$ cat src/hw/jbsp_defs.svh
// Constants of the boundary-scan and programming port
`ifndef JBSP_DEFS_SVH
`define JBSP_DEFS_SVH
`define JBSP_NIO 32
`define JBSP_NDIN 4
`define JBSP_NMC 32
`define JBSP_IR_LEN 4
`define JBSP_IR_EXTEST 4'h0
`define JBSP_IR_SAMPLE 4'h1
`define JBSP_IR_IDCODE 4'h2
`define JBSP_IR_HIGHZ 4'h3
`define JBSP_IR_BYPASS 4'hf
`define JBSP_IR_CAPT 4'h1
// Arbitrary identification value, bit 0 set as the scan standard requires
`define JBSP_IDCODE 32'h0a5a_5001
`define JBSP_CAP_IO 3
`define JBSP_UPD_IO 2
`define JBSP_CAP_IN 1
`define JBSP_CAP_MC 1
`endif

$ cat src/hw/jbsp_pkg.sv
// Types of the boundary-scan and programming port
package jbsp_pkg;
   typedef enum logic [3:0] {
      TLR, RTI, SEL_DR, CAP_DR, SH_DR, EX1_DR, PAU_DR, EX2_DR, UPD_DR,
      SEL_IR, CAP_IR, SH_IR, EX1_IR, PAU_IR, EX2_IR, UPD_IR
   } jbsp_tap_e;
   typedef enum logic [1:0] {
      CFG_ERASED, CFG_PROG, CFG_VALID, CFG_LOCKED
   } jbsp_cfg_e;
   typedef logic [3:0] jbsp_ir_t;
endpackage : jbsp_pkg

$ cat src/hw/jbsp_scan_cell.sv
// One scan cell: capture/shift stages and optional update stages
`timescale 1ns/1ns
module jbsp_scan_cell #(
   parameter int NCAP = 3,
   parameter int NUPD = 2
) (
   input wire logic clk,
   input wire logic rst,
   input wire logic capture,
   input wire logic shift,
   input wire logic update,
   input wire logic [2:0] par_in,
   input wire logic si,
   output logic so,
   output logic [1:0] upd_out
);
   logic [2:0] cap_q;
   logic [1:0] upd_q;

   // Capture live signals, else shift toward so
   always_ff @(posedge clk)
   begin
      if (rst)
         cap_q <= 3'h0;
      else if (capture)
         cap_q <= par_in;
      else if (shift)
         cap_q <= {cap_q[1:0], si};
   end

   always_ff @(posedge clk)
   begin
      if (rst)
         upd_q <= 2'h0;
      else if (update)
      begin
         for (int i = 0; i < NUPD; i++)
            upd_q[i] <= cap_q[i + NCAP - NUPD];
      end
   end

   assign so = cap_q[NCAP-1];
   assign upd_out = upd_q;
endmodule : jbsp_scan_cell

$ cat src/hw/jbsp_top.sv
// Boundary-scan test access port with programming protection of the pins
`timescale 1ns/1ns
`include "jbsp_defs.svh"
module jbsp_top (
   input wire logic CLK,
   input wire logic RST,
   input wire logic TCK_I,
   input wire logic TMS_I,
   input wire logic TDI_I,
   input wire logic JTAG_EN,
   input wire logic PULLUP_EN,
   input wire logic KEEPER_EN,
   input wire logic PROG_START,
   input wire logic PROG_DONE,
   input wire logic PROG_ABORT,
   input wire logic [`JBSP_NIO-1:0] PIN_I,
   input wire logic [`JBSP_NDIN-1:0] DIN_I,
   input wire logic [`JBSP_NIO-1:0] CORE_O,
   input wire logic [`JBSP_NIO-1:0] CORE_OE,
   input wire logic [`JBSP_NMC-1:0] MC_I,
   input wire logic [3:0] USR_JPIN_O,
   input wire logic [3:0] USR_JPIN_OE,
   output logic [`JBSP_NIO-1:0] PIN_O,
   output logic [`JBSP_NIO-1:0] PIN_OE,
   output logic [3:0] JPIN_O,
   output logic [3:0] JPIN_OE,
   output logic PULLUP_ON,
   output logic CFG_VALID
);
   localparam int NCH = `JBSP_NIO + `JBSP_NDIN + `JBSP_NMC;

   // ****************************************
   // Synchronisers and test clock edges
   // ****************************************
   logic [2:0] tck_s_q;
   logic [1:0] tms_s_q;
   logic [1:0] tdi_s_q;
   logic [`JBSP_NIO-1:0] pin_s1_q, pin_s2_q;
   logic [`JBSP_NDIN-1:0] din_s1_q, din_s2_q;
   logic tck_rise, tck_fall, tms, tdi;

   always_ff @(posedge CLK)
   begin
      if (RST)
      begin
         tck_s_q <= 3'h0;
         tms_s_q <= 2'h3;
         tdi_s_q <= 2'h3;
      end
      else
      begin
         tck_s_q <= {tck_s_q[1:0], TCK_I};
         tms_s_q <= {tms_s_q[0], TMS_I};
         tdi_s_q <= {tdi_s_q[0], TDI_I};
      end
   end

   always_ff @(posedge CLK)
   begin
      pin_s1_q <= PIN_I;
      pin_s2_q <= pin_s1_q;
      din_s1_q <= DIN_I;
      din_s2_q <= din_s1_q;
   end

   assign tck_rise = tck_s_q[1] & ~tck_s_q[2];
   assign tck_fall = ~tck_s_q[1] & tck_s_q[2];
   assign tms = tms_s_q[1];
   assign tdi = tdi_s_q[1];

   logic jtag_en_q;
   always_ff @(posedge CLK)
   begin
      if (RST)
         jtag_en_q <= 1'b0;
      else
         jtag_en_q <= JTAG_EN;
   end

   // ****************************************
   // TAP state machine
   // ****************************************
   jbsp_pkg::jbsp_tap_e tap_q, tap_d;

   always_comb
   begin
      case (tap_q)
         jbsp_pkg::TLR: tap_d = tms ? jbsp_pkg::TLR : jbsp_pkg::RTI;
         jbsp_pkg::RTI: tap_d = tms ? jbsp_pkg::SEL_DR : jbsp_pkg::RTI;
         jbsp_pkg::SEL_DR: tap_d = tms ? jbsp_pkg::SEL_IR : jbsp_pkg::CAP_DR;
         jbsp_pkg::CAP_DR: tap_d = tms ? jbsp_pkg::EX1_DR : jbsp_pkg::SH_DR;
         jbsp_pkg::SH_DR: tap_d = tms ? jbsp_pkg::EX1_DR : jbsp_pkg::SH_DR;
         jbsp_pkg::EX1_DR: tap_d = tms ? jbsp_pkg::UPD_DR : jbsp_pkg::PAU_DR;
         jbsp_pkg::PAU_DR: tap_d = tms ? jbsp_pkg::EX2_DR : jbsp_pkg::PAU_DR;
         jbsp_pkg::EX2_DR: tap_d = tms ? jbsp_pkg::UPD_DR : jbsp_pkg::SH_DR;
         jbsp_pkg::UPD_DR: tap_d = tms ? jbsp_pkg::SEL_DR : jbsp_pkg::RTI;
         jbsp_pkg::SEL_IR: tap_d = tms ? jbsp_pkg::TLR : jbsp_pkg::CAP_IR;
         jbsp_pkg::CAP_IR: tap_d = tms ? jbsp_pkg::EX1_IR : jbsp_pkg::SH_IR;
         jbsp_pkg::SH_IR: tap_d = tms ? jbsp_pkg::EX1_IR : jbsp_pkg::SH_IR;
         jbsp_pkg::EX1_IR: tap_d = tms ? jbsp_pkg::UPD_IR : jbsp_pkg::PAU_IR;
         jbsp_pkg::PAU_IR: tap_d = tms ? jbsp_pkg::EX2_IR : jbsp_pkg::PAU_IR;
         jbsp_pkg::EX2_IR: tap_d = tms ? jbsp_pkg::UPD_IR : jbsp_pkg::SH_IR;
         jbsp_pkg::UPD_IR: tap_d = tms ? jbsp_pkg::SEL_DR : jbsp_pkg::RTI;
         default: tap_d = jbsp_pkg::TLR;
      endcase
   end

   // Reset at power-up; a disabled port stays in reset
   always_ff @(posedge CLK)
   begin
      if (RST || !jtag_en_q)
         tap_q <= jbsp_pkg::TLR;
      else if (tck_rise)
         tap_q <= tap_d;
   end

   // ****************************************
   // Instruction register
   // ****************************************
   jbsp_pkg::jbsp_ir_t ir_sh_q, ir_q;

   function automatic jbsp_pkg::jbsp_ir_t ir_legal(jbsp_pkg::jbsp_ir_t c);
      case (c)
         `JBSP_IR_EXTEST, `JBSP_IR_SAMPLE, `JBSP_IR_IDCODE, `JBSP_IR_HIGHZ:
            ir_legal = c;
         default: ir_legal = `JBSP_IR_BYPASS;
      endcase
   endfunction : ir_legal

   function automatic logic sel_bs(jbsp_pkg::jbsp_ir_t c);
      sel_bs = (c == `JBSP_IR_EXTEST) || (c == `JBSP_IR_SAMPLE);
   endfunction : sel_bs

   always_ff @(posedge CLK)
   begin
      if (RST || tap_q == jbsp_pkg::TLR)
      begin
         ir_sh_q <= `JBSP_IR_CAPT;
         ir_q <= `JBSP_IR_IDCODE;
      end
      else if (tck_rise)
      begin
         if (tap_q == jbsp_pkg::CAP_IR)
            ir_sh_q <= `JBSP_IR_CAPT;
         else if (tap_q == jbsp_pkg::SH_IR)
            ir_sh_q <= {tdi, ir_sh_q[`JBSP_IR_LEN-1:1]};
         else if (tap_q == jbsp_pkg::UPD_IR)
            ir_q <= ir_legal(ir_sh_q);
      end
   end

   // ****************************************
   // Data registers and scan chain
   // ****************************************
   logic cap_dr, sh_dr, upd_bs;
   logic byp_q;
   logic [31:0] id_q;
   logic [NCH:0] chain;
   logic [1:0] upd_v [`JBSP_NIO];

   assign cap_dr = tck_rise && tap_q == jbsp_pkg::CAP_DR;
   assign sh_dr = tck_rise && tap_q == jbsp_pkg::SH_DR;
   assign upd_bs = tck_rise && tap_q == jbsp_pkg::UPD_DR && sel_bs(ir_q);

   always_ff @(posedge CLK)
   begin
      if (RST)
      begin
         byp_q <= 1'b0;
         id_q <= `JBSP_IDCODE;
      end
      else if (cap_dr)
      begin
         byp_q <= 1'b0;
         id_q <= `JBSP_IDCODE;
      end
      else if (sh_dr)
      begin
         byp_q <= tdi;
         id_q <= {tdi, id_q[31:1]};
      end
   end

   assign chain[0] = tdi;
   genvar g;
   generate
      for (g = 0; g < `JBSP_NIO; g++)
      begin : g_io
         jbsp_scan_cell #(.NCAP(`JBSP_CAP_IO), .NUPD(`JBSP_UPD_IO)) u_cell (
            .clk(CLK),
            .rst(RST),
            .capture(cap_dr && sel_bs(ir_q)),
            .shift(sh_dr && sel_bs(ir_q)),
            .update(upd_bs),
            .par_in({CORE_OE[g], CORE_O[g], pin_s2_q[g]}),
            .si(chain[g]),
            .so(chain[g+1]),
            .upd_out(upd_v[g])
         );
      end
      for (g = 0; g < `JBSP_NDIN + `JBSP_NMC; g++)
      begin : g_in
         logic src;
         if (g < `JBSP_NDIN)
         begin : g_din
            assign src = din_s2_q[g];
         end
         else
         begin : g_mc
            assign src = MC_I[g-`JBSP_NDIN];
         end
         jbsp_scan_cell #(.NCAP(`JBSP_CAP_IN), .NUPD(0)) u_cell (
            .clk(CLK),
            .rst(RST),
            .capture(cap_dr && sel_bs(ir_q)),
            .shift(sh_dr && sel_bs(ir_q)),
            .update(1'b0),
            .par_in({2'h0, src}),
            .si(chain[`JBSP_NIO+g]),
            .so(chain[`JBSP_NIO+g+1]),
            .upd_out()
         );
      end
   endgenerate

   // ****************************************
   // Test data output on falling test clock
   // ****************************************
   logic tdo_q, tdo_oe_q, dr_bit;

   always_comb
   begin
      if (sel_bs(ir_q))
         dr_bit = chain[NCH];
      else if (ir_q == `JBSP_IR_IDCODE)
         dr_bit = id_q[0];
      else
         dr_bit = byp_q;
   end

   always_ff @(posedge CLK)
   begin
      if (RST)
      begin
         tdo_q <= 1'b0;
         tdo_oe_q <= 1'b0;
      end
      else if (tck_fall)
      begin
         tdo_q <= (tap_q == jbsp_pkg::SH_IR) ? ir_sh_q[0] : dr_bit;
         tdo_oe_q <= tap_q == jbsp_pkg::SH_IR || tap_q == jbsp_pkg::SH_DR;
      end
   end

   // Index 3 is the data output; the others are inputs while enabled
   always_ff @(posedge CLK)
   begin
      if (RST)
      begin
         JPIN_O <= 4'h0;
         JPIN_OE <= 4'h0;
         PULLUP_ON <= 1'b0;
      end
      else
      begin
         JPIN_O <= jtag_en_q ? {tdo_q, 3'h0} : USR_JPIN_O;
         JPIN_OE <= jtag_en_q ? {tdo_oe_q, 3'h0} : USR_JPIN_OE;
         PULLUP_ON <= jtag_en_q && PULLUP_EN;
      end
   end

   // ****************************************
   // Configuration state and pin protection
   // ****************************************
   jbsp_pkg::jbsp_cfg_e cfg_q;
   logic [`JBSP_NIO-1:0] last_q, ext_o, ext_oe;

   always_ff @(posedge CLK)
   begin
      if (RST)
         cfg_q <= jbsp_pkg::CFG_ERASED;
      else if (PROG_START)
         cfg_q <= jbsp_pkg::CFG_PROG;
      else if (cfg_q == jbsp_pkg::CFG_PROG)
      begin
         if (PROG_ABORT || tap_q == jbsp_pkg::TLR)
            cfg_q <= jbsp_pkg::CFG_LOCKED;
         else if (PROG_DONE)
            cfg_q <= jbsp_pkg::CFG_VALID;
      end
   end

   always_ff @(posedge CLK)
   begin
      if (RST)
         last_q <= '0;
      else if (cfg_q != jbsp_pkg::CFG_PROG)
         last_q <= (PIN_OE & PIN_O) | (~PIN_OE & pin_s2_q);
   end

   always_comb
   begin
      for (int i = 0; i < `JBSP_NIO; i++)
      begin
         ext_o[i] = upd_v[i][0];
         ext_oe[i] = upd_v[i][1];
      end
   end

   always_ff @(posedge CLK)
   begin
      if (RST)
      begin
         PIN_O <= '0;
         PIN_OE <= '0;
         CFG_VALID <= 1'b0;
      end
      else
      begin
         CFG_VALID <= cfg_q == jbsp_pkg::CFG_VALID;
         if (cfg_q == jbsp_pkg::CFG_PROG)
         begin
            PIN_O <= last_q;
            PIN_OE <= KEEPER_EN ? '1 : '0;
         end
         else if (cfg_q != jbsp_pkg::CFG_VALID)
         begin
            PIN_O <= '0;
            PIN_OE <= '0;
         end
         else if (ir_q == `JBSP_IR_HIGHZ)
         begin
            PIN_O <= '0;
            PIN_OE <= '0;
         end
         else if (ir_q == `JBSP_IR_EXTEST)
         begin
            PIN_O <= ext_o;
            PIN_OE <= ext_oe;
         end
         else
         begin
            PIN_O <= CORE_O;
            PIN_OE <= CORE_OE;
         end
      end
   end

   // ****************************************
   // Assertions
   // ****************************************
   lock_hiz_a: assert property (@(posedge CLK) disable iff (RST)
      cfg_q == jbsp_pkg::CFG_LOCKED |=> PIN_OE == '0)
      else $error("locked device drives a pin");
   abort_lock_a: assert property (@(posedge CLK) disable iff (RST)
      cfg_q == jbsp_pkg::CFG_PROG && PROG_ABORT && !PROG_START
      |=> cfg_q == jbsp_pkg::CFG_LOCKED ##1 PIN_OE == '0)
      else $error("abort did not lock pins");
   keeper_hold_a: assert property (@(posedge CLK) disable iff (RST)
      cfg_q == jbsp_pkg::CFG_PROG && KEEPER_EN
      |=> PIN_OE == '1 && PIN_O == $past(last_q))
      else $error("keeper did not hold pin level");
   erased_prog_a: assert property (@(posedge CLK) disable iff (RST)
      cfg_q == jbsp_pkg::CFG_ERASED && PROG_START
      |=> cfg_q == jbsp_pkg::CFG_PROG)
      else $error("erased device refused programming");
   power_reset_a: assert property (@(posedge CLK) disable iff (RST)
      $past(RST) |-> tap_q == jbsp_pkg::TLR && ir_q == `JBSP_IR_IDCODE)
      else $error("TAP not reset after power-up");
   bad_code_a: assert property (@(posedge CLK) disable iff (RST)
      tck_rise && tap_q == jbsp_pkg::UPD_IR && ir_sh_q == 4'h7
      |=> ir_q == `JBSP_IR_BYPASS)
      else $error("unknown code not mapped to bypass");
   highz_pins_a: assert property (@(posedge CLK) disable iff (RST)
      ir_q == `JBSP_IR_HIGHZ && cfg_q == jbsp_pkg::CFG_VALID |=> PIN_OE == '0)
      else $error("highz left a pin driven");
   extest_drive_a: assert property (@(posedge CLK) disable iff (RST)
      ir_q == `JBSP_IR_EXTEST && cfg_q == jbsp_pkg::CFG_VALID
      |=> PIN_OE == $past(ext_oe) && PIN_O == $past(ext_o))
      else $error("extest pins differ from update stages");
   port_off_a: assert property (@(posedge CLK) disable iff (RST)
      !jtag_en_q |=> JPIN_OE == $past(USR_JPIN_OE) && tap_q == jbsp_pkg::TLR)
      else $error("disabled port still owns its pins");
   bypass_tdo_a: assert property (@(posedge CLK) disable iff (RST)
      jtag_en_q && tck_fall && tap_q == jbsp_pkg::SH_DR
      && ir_q == `JBSP_IR_BYPASS |=> ##1 JPIN_O[3] == $past(byp_q, 2))
      else $error("bypass bit not on data output");
endmodule : jbsp_top

$ cat config.mk
export PLATFORM = sky130hd
export DESIGN_NAME = jbsp_top
export DESIGN_NICKNAME = d
export VERILOG_FILES = /design/src/hw/jbsp_pkg.sv /design/src/hw/jbsp_scan_cell.sv /design/src/hw/jbsp_top.sv
export VERILOG_INCLUDE_DIRS = /design/src /design/src/hw
export SDC_FILE = /design/constraint.sdc
export NUM_CORES = 1
export LEC_CHECK = 0
export CORE_MARGIN = 4
export CORE_UTILIZATION = 65
export CTS_CLUSTER_SIZE = 12
export DETAILED_ROUTE_END_ITERATION = 10
export DONT_BUFFER_PORTS = 1
export PLACE_DENSITY_LB_ADDON = 0.15
export SYNTH_ARGS = -nofsm -noshare
export SYNTH_HDL_FRONTEND = slang
export SYNTH_SLANG_ARGS = --single-unit
$ cat constraint.sdc
create_clock -name CLK -period 3.25 [get_ports CLK]
set_input_delay 0 -clock CLK [delete_from_list [all_inputs] [get_ports CLK]]
set_output_delay 0 -clock CLK [all_outputs]
set_load 0.01 [all_outputs]
==> metrics <==
outcome completed; share of Yosys cell area claimed by the top area cell type 54.7%; worst-case setup margin in the final layout 189 ps; Setup violations, final 0; final number of hold-violating endpoints 0; Cell Rows 56; post-place setup slack 812 ps; dominant synthesized flop cell dfxtp_1; share of final-layout standard cells stronger than drive strength 1 6.43%; starting density of the core 66.5%; type of the setup path with the least slack flip-flop to flip-flop; final weighted congestion in routability-driven placement 0.810; FF-to-FF setup slack 190 ps; cell area after synthesis 0.0157 mm2; portion of the clock cycle consumed by the worst path in the final layout 94.2%; 1st-pass router iterations 6; die height 163 um; area of the placeable core 0.0236 mm2; number of I/O pins 225; required arrival time at the worst endpoint 3700 ps; aggregate routed wire length 47.2 mm; area added between synthesis and finish 23.0%; mean instance size in the synthesized netlist 8.76 um2; maximum vdd ir drop 0.536 mV; Finished Layout Cells 2282; path depth of the worst reg2reg path 6; reported leakage power 7.24 nW; detailed-route vias per instance 6.21; final core utilization 81.9%; Tot Pwr 10.5 mW; number of vias in the routed layout 14200; hold-critical path endpoint din_s1_q[1]$_DFF_P_; Worst Tran Pin Value 1160 ps; DRC violation count after routing 0; most frequent cells in the layout 429 x dfxtp_1, 401 x nand2_1, 234 x dlygate4sd3_1; CTS clock-pin slew for the worst setup and hold paths 60 ps; launch instance of the worst min-delay path DIN_I[1]; net count of the mapped netlist 1945; hold-critical path depth 1; Num CTS Buffers 43; sequential fraction of the synthesis area 54.7%; quantity of I/O buffers inserted on ports 0; arrival time reported for the critical path endpoint 3520 ps; maximum buffer depth of the clock tree 3; count of routing violations after the opening detailed-route iteration 1550; root buffer selected by CTS clkbuf_16; number of synthesized flops with an enable pin 0; maximum clock skew at final layout 14.3 ps; max_cap viols 0; CTS H-Tree Depth 2; die span in x 163 um; critical-path maximum fanout 51; commonest non-fill, non-tap cell in the layout dfxtp_1; Cells after DPL 1980; most area-hungry cell type in the Yosys netlist dfxtp_1; clock latency on the worst-skew pair 530 ps; reg-to-reg startpoint tap_q[2]$_SDFFE_PP0P_; number of warnings issued by yosys 0; post-synthesis async set-or-reset flop share 0%; first-pass GRT wire length 75.2 mm; Netlist cell types 48; number of fill cells 1382; GRT overflow 0; Sum Neg Setup Slack 0 ps; net total in the final layout 2092; power density normalized to cell area 541 mW/mm2; Post-Synthesis Cells 1794; clock tree from TritonCTS done; Resize count post-CTS 0; path type of the worst min-delay path input port to flip-flop; number of antenna violations at the first check in global routing 3; DP HPWL 23.2 mm; element type at the critical path start flip-flop; flip-flop and latch count after synthesis 429; count of antenna-violating nets left after detailed routing 0; unrepaired setup endpoints after global routing false; final slew viol count 0; endpoint of the most critical register-to-register path g_io[28].u_cell.cap_q[0]$_SDFFE_PP0P_; per-cell routed wire length 20.7 um; Total Die Area 0.0267 mm2; Critical Path End Type flip-flop; achievable frequency 327 MHz; pin count of the biggest net entering global routing 185; Rel. slew slack 22.8%; final critical path time including I/O delays and setup 3060 ps; aggregate global-route resource usage 34.6%; via count of the first global-routing pass 14400; synth top area cells dfxtp_1 55%, nand2_1 9.6%, a21oi_1 6.2%, a211oi_1 6.1%, o22ai_1 4.7%; number of sinks driven by the clock tree 429
kinds of logic (layout without fill, tap and decap cells):
logic type / after synthesis / after routing / synth area share [%]
other: 0 / 2 / 0
multiplexers: 41 / 41 / 2.87
AND/OR/NAND/NOR: 635 / 635 / 16.6
flip-flops: 429 / 429 / 54.7
AO/OA/AOI/OAI: 530 / 530 / 21.3
buffers and inverters: 158 / 325 / 4.55
XOR/XNOR: 1 / 1 / 0.0558
critical path, cell delays in order (launching register included):
cell and delay (ps):
dfxtp_1 690, or4b_4 580, a21oi_4 200, buf_4 510, nor2_1 100, a211oi_1 290
dlygate4sd3_1 610
registers in the layout, indices dropped and copies added, names as in the netlist, 3 cells and up:
register,cells
JPIN_OE,4
tck_s_q,3
PIN_OE,32
din_s1_q,4
last_q,32
pin_s2_q,32
g_io.u_cell.upd_out,64
g_io.u_cell.cap_q,96
g_in.u_cell.cap_q,36
pin_s1_q,32
JPIN_O,4
ir_q,3
tap_q,4
din_s2_q,4
id_q,31
ir_sh_q,4
PIN_O,32
layout make-up:
cell class / count / area (um2) / area share (%)
flip-flops and latches: 429 / 8590 / 44.4
diodes: 2 / 5.00 / 0.0259
clock buffers: 64 / 1250 / 6.45
clock inverters: 1 / 5.00 / 0.0259
repair buffers: 256 / 2590 / 13.4
inverters: 4 / 15.0 / 0.0777
well taps: 319 / 399 / 2.06
multi-input cells: 1207 / 6480 / 33.5
synthesized netlist by cell type (2+ instances only):
cell / instances
and2_1: 6
o22ai_1: 119
nand3b_1: 2
nor3_1: 11
nor4b_1: 2
a21oi_1: 195
clkbuf_1: 105
inv_1: 4
a211oi_1: 128
mux2i_1: 9
nor2b_1: 11
o21ai_0: 5
dfxtp_1: 429
buf_2: 16
or3_1: 2
a21o_1: 65
a311oi_1: 8
nand2b_1: 11
buf_1: 19
buf_6: 13
or2_2: 5
nand2_1: 402
nor2_1: 150
o32ai_1: 2
nand3_1: 21
mux2_2: 32
metal layers:
metal  track usage, %  routed length [um]  vias to the layer above
met5                0                  13                        -
met1             42.0               18000                     6731
li1                 -                   -                     6516
met3             9.06                4590                      156
met4             12.6                1550                        2
met2             59.3               23000                      758
worst max-delay path by stage:
stage	from	end	slack, ps	cells past startpoint
after global routing	tap_q[2]$_SDFFE_PP0P_	g_in[2].u_cell.cap_q[0]$_SDFFE_PP0P_	10	6
final	tap_q[2]$_SDFFE_PP0P_	g_io[28].u_cell.cap_q[0]$_SDFFE_PP0P_	190	6
after floorplan	ir_q[1]$_SDFFE_PP1P_	g_io[21].u_cell.upd_out[0]$_SDFFE_PP0P_	1250	7
after CTS	tap_q[0]$_SDFFE_PP0P_	g_io[29].u_cell.cap_q[2]$_SDFFE_PP0P_	300	6
after detailed placement	tap_q[0]$_SDFFE_PP0P_	g_io[29].u_cell.cap_q[2]$_SDFFE_PP0P_	810	5
after global placement	ir_q[3]$_SDFFE_PP0P_	g_io[8].u_cell.upd_out[1]$_SDFFE_PP0P_	920	5
power by group:
part,internal (mW),switching [mW],total (mW)
sequential,5.38,0.0884,5.47
clock,2.62,1.93,4.55
combinational,0.220,0.215,0.435
total,8.22,2.24,10.5
timing repair:
| item | in CTS | in global routing |
|---|---|---|
| hold endpoints to repair | 370 | 0 |
| hold buffers | 235 | 0 |
| setup buffers | 0 | 0 |
stage by stage:
step           hold WS, ps  cell area [um2]
6_report              17.2            19300
5_1_grt               10.6            19300
4_1_cts               7.75            19300
3_5_place_dp          27.8            15700
3_3_place_gp          27.8            15700
2_1_floorplan         27.7            15700
No activity file was read; power rests on OpenSTA's default activity.
